===== src/ctp_pkg.sv =====
// Purpose: Shared constants for the capture unit timer pair block.
// Assumes: 32-bit AHB-Lite register bus, 16-bit byte addresses, 100 MHz module clock.
// Notes: Timer index 0/1 is unit A first/second, 2/3 is unit B first/second.
package ctp_pkg;

  // ----------------------------------------------------------------
  // Sizes
  // ----------------------------------------------------------------
  localparam int CTP_NUM_TIMERS = 4;
  localparam int CTP_NUM_PINS = 2;
  localparam int CTP_COUNT_WIDTH = 16;
  localparam int CTP_PRESC_WIDTH = 10;
  localparam int CTP_ADDR_WIDTH = 16;
  localparam int CTP_DATA_WIDTH = 32;
  localparam int CTP_CLK_PERIOD_NS = 10;

  // ----------------------------------------------------------------
  // Register byte addresses
  // ----------------------------------------------------------------
  localparam logic [15:0] CTP_OFS_PAIR_A_CONTROL = 16'hff50;
  localparam logic [15:0] CTP_OFS_PAIR_B_CONTROL = 16'hff20;
  localparam logic [15:0] CTP_OFS_COUNT_BASE = 16'hff00;
  localparam logic [15:0] CTP_OFS_RELOAD_BASE = 16'hff10;
  localparam logic [15:0] CTP_OFS_CONFIG = 16'hff30;
  localparam logic [15:0] CTP_OFS_IRQ_STATUS = 16'hff34;
  localparam logic [15:0] CTP_OFS_IRQ_MASK = 16'hff38;
  localparam logic [15:0] CTP_OFS_STRIDE = 16'h0004;

  // ----------------------------------------------------------------
  // Field positions inside one control byte, and the byte layout
  // ----------------------------------------------------------------
  localparam int CTP_RUN_POS = 6;
  localparam int CTP_MODE_POS = 3;
  localparam int CTP_SEL_LSB = 0;
  localparam int CTP_SEL_WIDTH = 3;
  localparam int CTP_HIGH_BYTE_LSB = 8;
  localparam int CTP_STAGGER_POS = 0;
  localparam logic [15:0] CTP_CONTROL_WMASK = 16'h4f4f;
  localparam logic [3:0] CTP_STAGGER_ADD = 4'h3;

  // ----------------------------------------------------------------
  // Counter mode input select codes
  // ----------------------------------------------------------------
  localparam logic [2:0] CTP_SEL_AUX = 3'h0;
  localparam logic [2:0] CTP_SEL_RISE = 3'h1;
  localparam logic [2:0] CTP_SEL_FALL = 3'h2;
  localparam logic [2:0] CTP_SEL_BOTH = 3'h3;

  // ----------------------------------------------------------------
  // Reset values
  // ----------------------------------------------------------------
  localparam logic [15:0] CTP_RST_CONTROL = 16'h0000;
  localparam logic [15:0] CTP_RST_COUNT = 16'h0000;
  localparam logic [15:0] CTP_RST_RELOAD = 16'h0000;
  localparam logic [3:0] CTP_RST_IRQ = 4'h0;

  // Bus data phase states, Gray coded along idle-write and idle-read.
  typedef enum logic [1:0] {
    CTP_BUS_IDLE = 2'b00,
    CTP_BUS_WRITE = 2'b01,
    CTP_BUS_READ = 2'b10
  } ctp_bus_state_type;

endpackage


===== src/ctp_timer_core.sv =====
// Purpose: One 16-bit up-counting timer with its own free-running prescaler.
// Assumes: Event input is a one-cycle pulse synchronous to the clock.
// Notes: The overflow output is combinational and marks the edge of the reload.
`timescale 1ns/1ns
module ctp_timer_core #(
  parameter int COUNT_WIDTH = ctp_pkg::CTP_COUNT_WIDTH,
  parameter int PRESC_WIDTH = ctp_pkg::CTP_PRESC_WIDTH
) (
  input wire logic clk_sys_in,
  input wire logic reset_n_in,
  input wire logic run_in,
  input wire logic counter_mode_in,
  input wire logic [3:0] exponent_in,
  input wire logic event_in,
  input wire logic count_we_in,
  input wire logic reload_we_in,
  input wire logic [COUNT_WIDTH-1:0] wdata_in,
  output logic [COUNT_WIDTH-1:0] count_out,
  output logic [COUNT_WIDTH-1:0] reload_out,
  output logic overflow_out
);
  import ctp_pkg::*;

  logic [PRESC_WIDTH-1:0] presc;
  logic [PRESC_WIDTH-1:0] presc_mask;
  logic tick;
  logic trigger;

  // The widest exponent is seven plus the stagger offset, so a narrower prescaler would lose rates.
  if (PRESC_WIDTH < 10 || COUNT_WIDTH < 2) begin : g_param_check
    $error("Timer core parameters out of range.");
  end

  // ----------------------------------------------------------------
  // Prescaler
  // ----------------------------------------------------------------
  // The prescaler never stops, so the increment phase is fixed and a
  // start lands within one resolution interval.
  always_ff @(posedge clk_sys_in or negedge reset_n_in) begin
    if (!reset_n_in) begin
      presc <= '0;
    end else begin
      presc <= presc + 1'b1;
    end
  end

  // A tick fires when the low exponent bits are all ones, giving a rate of clock over two to the exponent.
  always_comb begin
    presc_mask = PRESC_WIDTH'((1 << exponent_in) - 1);
    tick = ((presc & presc_mask) == presc_mask);
  end

  // Run flag gates every source; mode picks prescaled clock or events.
  assign trigger = run_in && (counter_mode_in ? event_in : tick);
  // Overflow is a trigger seen at the all-ones value, dropped under a count write.
  assign overflow_out = trigger && !count_we_in && (count_out == {COUNT_WIDTH{1'b1}});

  // ----------------------------------------------------------------
  // Count and reload
  // ----------------------------------------------------------------
  // Software write wins over increment or reload in the same cycle.
  always_ff @(posedge clk_sys_in or negedge reset_n_in) begin
    if (!reset_n_in) begin
      count_out <= COUNT_WIDTH'(CTP_RST_COUNT);
    end else if (count_we_in) begin
      count_out <= wdata_in;
    end else if (trigger) begin
      if (count_out == {COUNT_WIDTH{1'b1}}) begin
        count_out <= reload_out;
      end else begin
        count_out <= count_out + 1'b1;
      end
    end
  end

  // Reload register, zero after reset.
  always_ff @(posedge clk_sys_in or negedge reset_n_in) begin
    if (!reset_n_in) begin
      reload_out <= COUNT_WIDTH'(CTP_RST_RELOAD);
    end else if (reload_we_in) begin
      reload_out <= wdata_in;
    end
  end

endmodule


===== src/ctp_timer_pair.sv =====
// Purpose: Four up-counting time bases of two capture units, behind an AHB-Lite slave.
// Assumes: Bus and the auxiliary overflow pulse are synchronous to clk_sys_in; pins may be asynchronous.
// Notes: Reads take one wait state so that read data comes from a flip-flop.
`timescale 1ns/1ns

// Contract
// - A timer counts only while its run flag (bits 14 and 6) is set.
// - Mode bit (11 and 3) chooses prescaled clock (0) or events (1).
// - Input select field sits at bits 10:8 and 2:0 per timer.
// - Counter select: 000 aux overflow, 001 rise, 010 fall, 011 both; 1XX forbidden.
// - Second timers count only aux overflows in counter mode, else they stop.
// - Timer rate is clock over two to select, plus three when staggered.
// - Each timer owns a prescaler driven by its own select field and the shared stagger bit.
// - A trigger at all ones loads the reload value instead of wrapping.
// - Overflow period is two-to-sixteen minus reload, times the prescale factor.
// - First increment within one interval after start, then exactly one interval apart.
// - Timers only count up; software reads and writes every count.
// - A count write in an increment or reload cycle wins and suppresses it.
// - Each overflow raises its own interrupt flag together with the reload.
// - Reload registers read zero after reset.
module ctp_timer_pair (
  input wire logic clk_sys_in,
  input wire logic reset_n_in,
  input wire logic hsel_in,
  input wire logic [ctp_pkg::CTP_ADDR_WIDTH-1:0] haddr_in,
  input wire logic [1:0] htrans_in,
  input wire logic hwrite_in,
  input wire logic [2:0] hsize_in,
  input wire logic [ctp_pkg::CTP_DATA_WIDTH-1:0] hwdata_in,
  input wire logic hready_in,
  input wire logic aux_timer_overflow_in,
  input wire logic external_count_pin_a_in,
  input wire logic external_count_pin_b_in,
  output logic [ctp_pkg::CTP_DATA_WIDTH-1:0] hrdata_out,
  output logic hreadyout_out,
  output logic hresp_out,
  output logic irq_out,
  output logic [ctp_pkg::CTP_NUM_TIMERS-1:0] overflow_out
);
  import ctp_pkg::*;

  // ----------------------------------------------------------------
  // Declarations
  // ----------------------------------------------------------------
  ctp_bus_state_type bus_state;
  logic [CTP_ADDR_WIDTH-1:0] bus_addr;
  logic addr_phase;
  logic wr_en;
  logic [15:0] timer_pair_a_control;
  logic [15:0] timer_pair_b_control;
  logic stagger_mode;
  logic [CTP_NUM_TIMERS-1:0] irq_status;
  logic [CTP_NUM_TIMERS-1:0] irq_mask;
  logic [CTP_NUM_TIMERS-1:0] ovf;
  logic [CTP_NUM_TIMERS-1:0] count_we;
  logic [CTP_NUM_TIMERS-1:0] reload_we;
  logic [CTP_COUNT_WIDTH-1:0] count_val [CTP_NUM_TIMERS];
  logic [CTP_COUNT_WIDTH-1:0] reload_val [CTP_NUM_TIMERS];
  logic [CTP_NUM_PINS-1:0] pin_raw;
  logic [CTP_NUM_PINS-1:0] pin_meta;
  logic [CTP_NUM_PINS-1:0] pin_sync;
  logic [CTP_NUM_PINS-1:0] pin_prev;
  logic [CTP_NUM_PINS-1:0] pin_rise;
  logic [CTP_NUM_PINS-1:0] pin_fall;
  logic [CTP_DATA_WIDTH-1:0] next_rdata;

  // ----------------------------------------------------------------
  // Elaboration checks
  // ----------------------------------------------------------------
  // The largest exponent is seven plus the stagger offset, so the
  // prescaler must hold at least ten bits.
  if (CTP_PRESC_WIDTH < 10) begin : g_presc_check
    $error("Prescaler too narrow for the largest division factor.");
  end

  // ----------------------------------------------------------------
  // AHB-Lite slave
  // ----------------------------------------------------------------
  // Only NONSEQ and SEQ start a transfer; IDLE and BUSY are ignored.
  assign addr_phase = hsel_in && htrans_in[1] && hready_in;
  assign wr_en = (bus_state == CTP_BUS_WRITE);

  // Data phase tracking; the address is kept for the decode in the data phase.
  always_ff @(posedge clk_sys_in or negedge reset_n_in) begin
    if (!reset_n_in) begin
      bus_state <= CTP_BUS_IDLE;
      bus_addr <= '0;
    end else if (addr_phase) begin
      bus_state <= hwrite_in ? CTP_BUS_WRITE : CTP_BUS_READ;
      bus_addr <= haddr_in;
    end else begin
      case (bus_state)
        CTP_BUS_WRITE: bus_state <= CTP_BUS_IDLE;
        CTP_BUS_READ: bus_state <= CTP_BUS_IDLE;
        default: bus_state <= CTP_BUS_IDLE;
      endcase
    end
  end

  // A read stalls one cycle so that hrdata comes straight from a flop;
  // writes complete with no wait state.
  always_ff @(posedge clk_sys_in or negedge reset_n_in) begin
    if (!reset_n_in) begin
      hreadyout_out <= 1'b1;
    end else if (addr_phase && !hwrite_in) begin
      hreadyout_out <= 1'b0;
    end else if (bus_state == CTP_BUS_READ) begin
      hreadyout_out <= 1'b1;
    end
  end

  // Every transfer, mapped or not, answers OKAY.
  always_ff @(posedge clk_sys_in or negedge reset_n_in) begin
    if (!reset_n_in) begin
      hresp_out <= 1'b0;
    end else begin
      hresp_out <= 1'b0;
    end
  end

  // Read multiplexer; unmapped addresses read as zero.
  always_comb begin
    next_rdata = '0;
    case (bus_addr)
      CTP_OFS_PAIR_A_CONTROL: next_rdata[15:0] = timer_pair_a_control;
      CTP_OFS_PAIR_B_CONTROL: next_rdata[15:0] = timer_pair_b_control;
      CTP_OFS_CONFIG: next_rdata[CTP_STAGGER_POS] = stagger_mode;
      CTP_OFS_IRQ_STATUS: next_rdata[CTP_NUM_TIMERS-1:0] = irq_status;
      CTP_OFS_IRQ_MASK: next_rdata[CTP_NUM_TIMERS-1:0] = irq_mask;
      default: next_rdata = '0;
    endcase
    for (int k = 0; k < CTP_NUM_TIMERS; k++) begin
      if (bus_addr == 16'(CTP_OFS_COUNT_BASE + k * CTP_OFS_STRIDE)) begin
        next_rdata[15:0] = count_val[k];
      end
      if (bus_addr == 16'(CTP_OFS_RELOAD_BASE + k * CTP_OFS_STRIDE)) begin
        next_rdata[15:0] = reload_val[k];
      end
    end
  end

  // Read data is captured during the wait state and then held.
  always_ff @(posedge clk_sys_in or negedge reset_n_in) begin
    if (!reset_n_in) begin
      hrdata_out <= '0;
    end else if (bus_state == CTP_BUS_READ) begin
      hrdata_out <= next_rdata;
    end
  end

  // ----------------------------------------------------------------
  // Control and configuration registers
  // ----------------------------------------------------------------
  // Unused control bits are kept at zero by the write mask.
  always_ff @(posedge clk_sys_in or negedge reset_n_in) begin
    if (!reset_n_in) begin
      timer_pair_a_control <= CTP_RST_CONTROL;
      timer_pair_b_control <= CTP_RST_CONTROL;
    end else if (wr_en) begin
      if (bus_addr == CTP_OFS_PAIR_A_CONTROL) begin
        timer_pair_a_control <= hwdata_in[15:0] & CTP_CONTROL_WMASK;
      end
      if (bus_addr == CTP_OFS_PAIR_B_CONTROL) begin
        timer_pair_b_control <= hwdata_in[15:0] & CTP_CONTROL_WMASK;
      end
    end
  end

  // Staggered operation is a unit-wide choice shared by all four timers.
  always_ff @(posedge clk_sys_in or negedge reset_n_in) begin
    if (!reset_n_in) begin
      stagger_mode <= 1'b0;
    end else if (wr_en && bus_addr == CTP_OFS_CONFIG) begin
      stagger_mode <= hwdata_in[CTP_STAGGER_POS];
    end
  end

  // ----------------------------------------------------------------
  // Interrupts
  // ----------------------------------------------------------------
  // Overflow sets its sticky bit on the reload edge; a new overflow in
  // the cycle of a write-one-to-clear keeps the bit set.
  always_ff @(posedge clk_sys_in or negedge reset_n_in) begin
    if (!reset_n_in) begin
      irq_status <= CTP_RST_IRQ;
    end else if (wr_en && bus_addr == CTP_OFS_IRQ_STATUS) begin
      irq_status <= (irq_status & ~hwdata_in[CTP_NUM_TIMERS-1:0]) | ovf;
    end else begin
      irq_status <= irq_status | ovf;
    end
  end

  // Mask register, one enable per status bit.
  always_ff @(posedge clk_sys_in or negedge reset_n_in) begin
    if (!reset_n_in) begin
      irq_mask <= CTP_RST_IRQ;
    end else if (wr_en && bus_addr == CTP_OFS_IRQ_MASK) begin
      irq_mask <= hwdata_in[CTP_NUM_TIMERS-1:0];
    end
  end

  // The interrupt level lags the status by one cycle to stay a flop output.
  always_ff @(posedge clk_sys_in or negedge reset_n_in) begin
    if (!reset_n_in) begin
      irq_out <= 1'b0;
      overflow_out <= '0;
    end else begin
      irq_out <= |(irq_status & irq_mask);
      overflow_out <= ovf;
    end
  end

  // ----------------------------------------------------------------
  // External count pins
  // ----------------------------------------------------------------
  assign pin_raw = {external_count_pin_b_in, external_count_pin_a_in};

  // Two-flop synchroniser, then a third flop for edge detection; the
  // first stage feeds only the second.
  always_ff @(posedge clk_sys_in or negedge reset_n_in) begin
    if (!reset_n_in) begin
      pin_meta <= '0;
      pin_sync <= '0;
      pin_prev <= '0;
    end else begin
      pin_meta <= pin_raw;
      pin_sync <= pin_meta;
      pin_prev <= pin_sync;
    end
  end

  // One pulse per detected edge, so one increment per edge.
  assign pin_rise = pin_sync & ~pin_prev;
  assign pin_fall = ~pin_sync & pin_prev;

  // ----------------------------------------------------------------
  // Timers
  // ----------------------------------------------------------------
  for (genvar i = 0; i < CTP_NUM_TIMERS; i++) begin : g_timer
    localparam int UNIT = i / 2;
    localparam bit SECOND = (i % 2) == 1;
    localparam int BYTE_LSB = SECOND ? CTP_HIGH_BYTE_LSB : 0;
    logic [15:0] ctrl;
    logic run;
    logic counter_mode;
    logic [CTP_SEL_WIDTH-1:0] sel;
    logic [3:0] exponent;
    logic event_pulse;

    // Upper byte steers the second timer, lower byte the first.
    assign ctrl = (UNIT == 0) ? timer_pair_a_control : timer_pair_b_control;
    assign run = ctrl[BYTE_LSB + CTP_RUN_POS];
    assign counter_mode = ctrl[BYTE_LSB + CTP_MODE_POS];
    assign sel = ctrl[BYTE_LSB + CTP_SEL_LSB +: CTP_SEL_WIDTH];

    // Each timer's exponent depends on its own field and the shared stagger bit.
    assign exponent = {1'b0, sel} + (stagger_mode ? CTP_STAGGER_ADD : 4'h0);

    // Counter mode source decode; reserved codes and pin codes on a
    // second timer give no events, which stops it.
    always_comb begin
      event_pulse = 1'b0;
      case (sel)
        CTP_SEL_AUX: event_pulse = aux_timer_overflow_in;
        CTP_SEL_RISE: event_pulse = !SECOND && pin_rise[UNIT];
        CTP_SEL_FALL: event_pulse = !SECOND && pin_fall[UNIT];
        CTP_SEL_BOTH: event_pulse = !SECOND && (pin_rise[UNIT] || pin_fall[UNIT]);
        default: event_pulse = 1'b0;
      endcase
    end

    // Write strobes for this timer's count and reload words.
    assign count_we[i] = wr_en && (bus_addr == 16'(CTP_OFS_COUNT_BASE + i * CTP_OFS_STRIDE));
    assign reload_we[i] = wr_en && (bus_addr == 16'(CTP_OFS_RELOAD_BASE + i * CTP_OFS_STRIDE));

    ctp_timer_core #(
      .COUNT_WIDTH(CTP_COUNT_WIDTH),
      .PRESC_WIDTH(CTP_PRESC_WIDTH)
    ) u_core (
      .clk_sys_in(clk_sys_in),
      .reset_n_in(reset_n_in),
      .run_in(run),
      .counter_mode_in(counter_mode),
      .exponent_in(exponent),
      .event_in(event_pulse),
      .count_we_in(count_we[i]),
      .reload_we_in(reload_we[i]),
      .wdata_in(hwdata_in[CTP_COUNT_WIDTH-1:0]),
      .count_out(count_val[i]),
      .reload_out(reload_val[i]),
      .overflow_out(ovf[i])
    );
  end

endmodule


===== config.mk =====
export PLATFORM = sky130hd
export DESIGN_NAME = ctp_timer_pair
export DESIGN_NICKNAME = d
export VERILOG_FILES = /design/src/ctp_pkg.sv /design/src/ctp_timer_core.sv /design/src/ctp_timer_pair.sv
export SDC_FILE = /design/constraint.sdc
export NUM_CORES = 1
export LEC_CHECK = 0
export BUFFER_PORTS_ARGS = -buffer_cell sky130_fd_sc_hd__buf_2
export CAP_MARGIN = 30
export CORE_MARGIN = 5
export CORE_UTILIZATION = 63
export CTS_BUF_LIST = sky130_fd_sc_hd__clkbuf_2 sky130_fd_sc_hd__clkbuf_4 sky130_fd_sc_hd__clkbuf_8
export DETAILED_ROUTE_END_ITERATION = 16
export PLACE_DENSITY_LB_ADDON = 0.1
export RECOVER_POWER = 50
export SETUP_SLACK_MARGIN = 0.02
export SLEW_MARGIN = 20
export SYNTH_ARGS = -nofsm -noshare
export SYNTH_HDL_FRONTEND = slang
export SYNTH_SLANG_ARGS = --single-unit

===== constraint.sdc =====
create_clock -name clk_sys_in -period 5.93 [get_ports clk_sys_in]
set_clock_uncertainty 0.1 [all_clocks]
set_input_delay 0.8895 -clock clk_sys_in [delete_from_list [all_inputs] [get_ports clk_sys_in]]
set_output_delay 0.8895 -clock clk_sys_in [all_outputs]
set_load 0.02 [all_outputs]

==> results.md <==
- Required time worst endpoint: approximately 6.3 ns
- Starting Density: 0.634
- Failing checks: max-capacitance violations, max-slew violations
- Clock sinks: around 240
- Synth Warn #: 0
- Hold_ws: between 0.2 and 0.3 ns
- DRC: 0
- Pin count of the biggest net entering global routing: 129
- Total grt overflow: 0
- Final Power: roughly 0.0043 W
- Setup repair bufs after CTS: 0
- Die X: around 160 microns
- Post-cts sizing count: 0
- Max-Cap Viols: 2
- Vias in the first global route: approximately 12000
- Syn-to-layout area delta: 8.35%
- Fmax: 198 MHz
- Row cnt: 55
- Most common cell after layout, fill and taps aside: dfrtp_1
- Hold Path Class: reg2reg
- Crit share post-route: 0.851
- Slew margin rel.: -0.864
- Hold Path Stages: 0
- Starting DRT DRC Count: approximately 1400
- Vias: approximately 12000
- Fin crit period: around 5 ns
- DR WL/cell: about 22 microns
- Post-synth ARST share: 1.00
- Filler instances: approximately 1800
- CTS tree: done
- Critical Path End Type: flip-flop
- Setup Viol. Count Final: 0
- Total track usage: 0.305
- Worst ir drop on vdd: 0.225 mV
- Core area: between 0.02 and 0.025 sq mm
- I/O Buffers: a little over 60
- Setup repair after global routing missed its margin: no
- Worst Path Max Fanout: 18
- Clock root buffer: clkbuf_8
- Die H: roughly 160 microns
- CTS Buf Count: 42
- Worst EP arrival: roughly 5.4 ns
- Final Max Slew Viols: around 250
- Nets: 1608
- Final Hold Viols: 0
- #FFs+latches synth: between 200 and 250
- First-pass GRT wire length: around 63 mm
- Main synth FF type: dfrtp_1
- Hold buffer count at cts: 0
- R2r setup slk: between 0.8 and 0.9 ns
- Power Dens Cells: 279 mW/mm^2
- Share of cells above drive strength 1: 0.183
- CTS clk-pin slew, worst paths: roughly 0.06 ns
- Status: finished with violations
- IO Pins: 100
- Commonest non-fill, non-tap cells in the layout: dfrtp_1, nand2_1, mux2_2
- Avg Cell Area, Syn: roughly 9.5 sq um
- Worst-Margin Slew: between 2 and 3 ns
- Vias per cell: between 6 and 7
- Post-synthesis sequential area ratio: 0.428
- Total Wirelength: roughly 40 mm
- Post-route ant nets: 0
- H-tree Lvls: 2
- Die Footprint: about 0.026 sq mm
- Mapped cell area: 0.0142 sq mm
- Initial antenna violation count: 1
- Post-DP HPWL: about 27 mm
- Routability cong.: between 0.9 and 1
- Clk_lat worst skew: between 0.5 and 0.6 ns
- Cell variety after synth: 88
- R2r worst-path depth: 14
- Worst Setup Path Type: reg2reg
- Drt first pass iters: 6
- Number of synthesized flops with an enable pin: 0
- Worst Setup Start Kind: flip-flop
- Synth Instances: 1497
- Setup TNS: 0 ns
- CTS Buffer Depth: 3
- Leak: around 6.8 nW
metrics by stage:
step	utilization	area (sq um)	instances	worst slack (ns)
2_1_floorplan	-	14300	1513	1.84
3_3_place_gp	0.646	14500	1755	0.988
3_5_place_dp	0.647	14500	1757	0.899
4_1_cts	0.687	15400	1832	0.867
5_1_grt	0.687	15400	1836	0.623
6_report	0.687	15400	1836	0.885
metal layers:
metal	up-vias	part of all wire	global-route usage
met5	-	0	0
met4	0	0.041	0.117
met3	112	0.10	0.0733
met2	599	0.43	0.445
met1	5950	0.43	0.442
li1	5499	-	-
critical path, cell delays in order (launching register included):
cell	delay (ns)
dfrtp_1	0.66
inv_1	0.31
fa_1	0.81
inv_1	0.15
a211oi_1	0.35
nand2b_1	0.11
ha_1	0.36
xor2_1	0.21
a311o_1	0.33
a2111oi_0	0.38
a2111oi_0	0.14
a32o_2	0.33
and2_4	0.27
a41o_1	0.25
a22o_1	0.18
synthesized netlist by cell type (all sizes together) (23+ instances only):
| cell type | number | area (sq um) |
|---|---|---|
| a21oi | 76 | 380 |
| and3 | 35 | 219 |
| buf | 45 | 293 |
| clkbuf | 67 | 251 |
| dfrtp | 242 | 6060 |
| ha | 24 | 300 |
| inv | 49 | 184 |
| mux2 | 108 | 1220 |
| mux2i | 23 | 230 |
| nand2 | 175 | 657 |
| nand3 | 76 | 380 |
| nor2 | 93 | 354 |
| o21ai | 99 | 495 |
| xnor2 | 35 | 307 |
| xor2 | 24 | 225 |
report_power, final:
part / total, W / switching (W) / leakage (nW) / internal (W)
Combinational: 0.000648 / 0.000365 / 3.31 / 0.000283
Sequential: 0.00204 / 0.000234 / 3.03 / 0.00181
Clock: 0.00161 / 0.000692 / 0.480 / 0.000916
Total: 0.00430 / 0.00129 / 6.82 / 0.00301
path summary, 6_finish.rpt:
path	start	to
worst max-delay path	stagger_mode	g_timer[2].u_core.count_out[12]
min in group asynchronous	reset_n_in	g_timer[2].u_core.presc[1]
worst min register to register	pin_meta[0]	pin_sync[0]
worst max register to register	stagger_mode	g_timer[2].u_core.count_out[12]
max in group asynchronous	reset_n_in	g_timer[1].u_core.count_out[0]
worst min-delay path	pin_meta[0]	pin_sync[0]
registers in the layout, indices dropped and copies added, names as in the netlist, 4 cells and up:
| name | flops |
|---|---|
| bus_addr | 16 |
| hrdata_out | 16 |
| irq_status | 4 |
| overflow_out | 4 |
| irq_mask | 4 |
| g_timer.u_core.presc | 40 |
| g_timer.u_core.count_out | 64 |
| g_timer.ctrl | 20 |
| g_timer.u_core.reload_out | 64 |
cell type report:
type,count,area (sq um),share of cell area
Tap cell,285,357,0.0231
Inverter,49,184,0.0119
Sequential cell,243,6080,0.395
Clock inverter,6,32.5,0.00211
Clock buffer,69,862,0.0559
Multi-Input combinational cell,1109,7480,0.485
Timing Repair Buffer,74,415,0.0270
Antenna cell,1,2.50,0.000162
kinds of logic (layout without fill, tap and decap cells):
family / Yosys count / in the layout / share of synthesized area
buffers and inverters: 161 / 198 / 0.0512
AO/OA/AOI/OAI: 375 / 375 / 0.181
other: 1 / 18 / 0.000264
XOR/XNOR: 59 / 59 / 0.0374
adder cells (fa/ha/maj): 28 / 28 / 0.0267
AND/OR/NAND/NOR: 497 / 497 / 0.171
flip-flops: 243 / 243 / 0.428
multiplexers: 133 / 133 / 0.105
No activity file was read; power rests on OpenSTA's default activity.
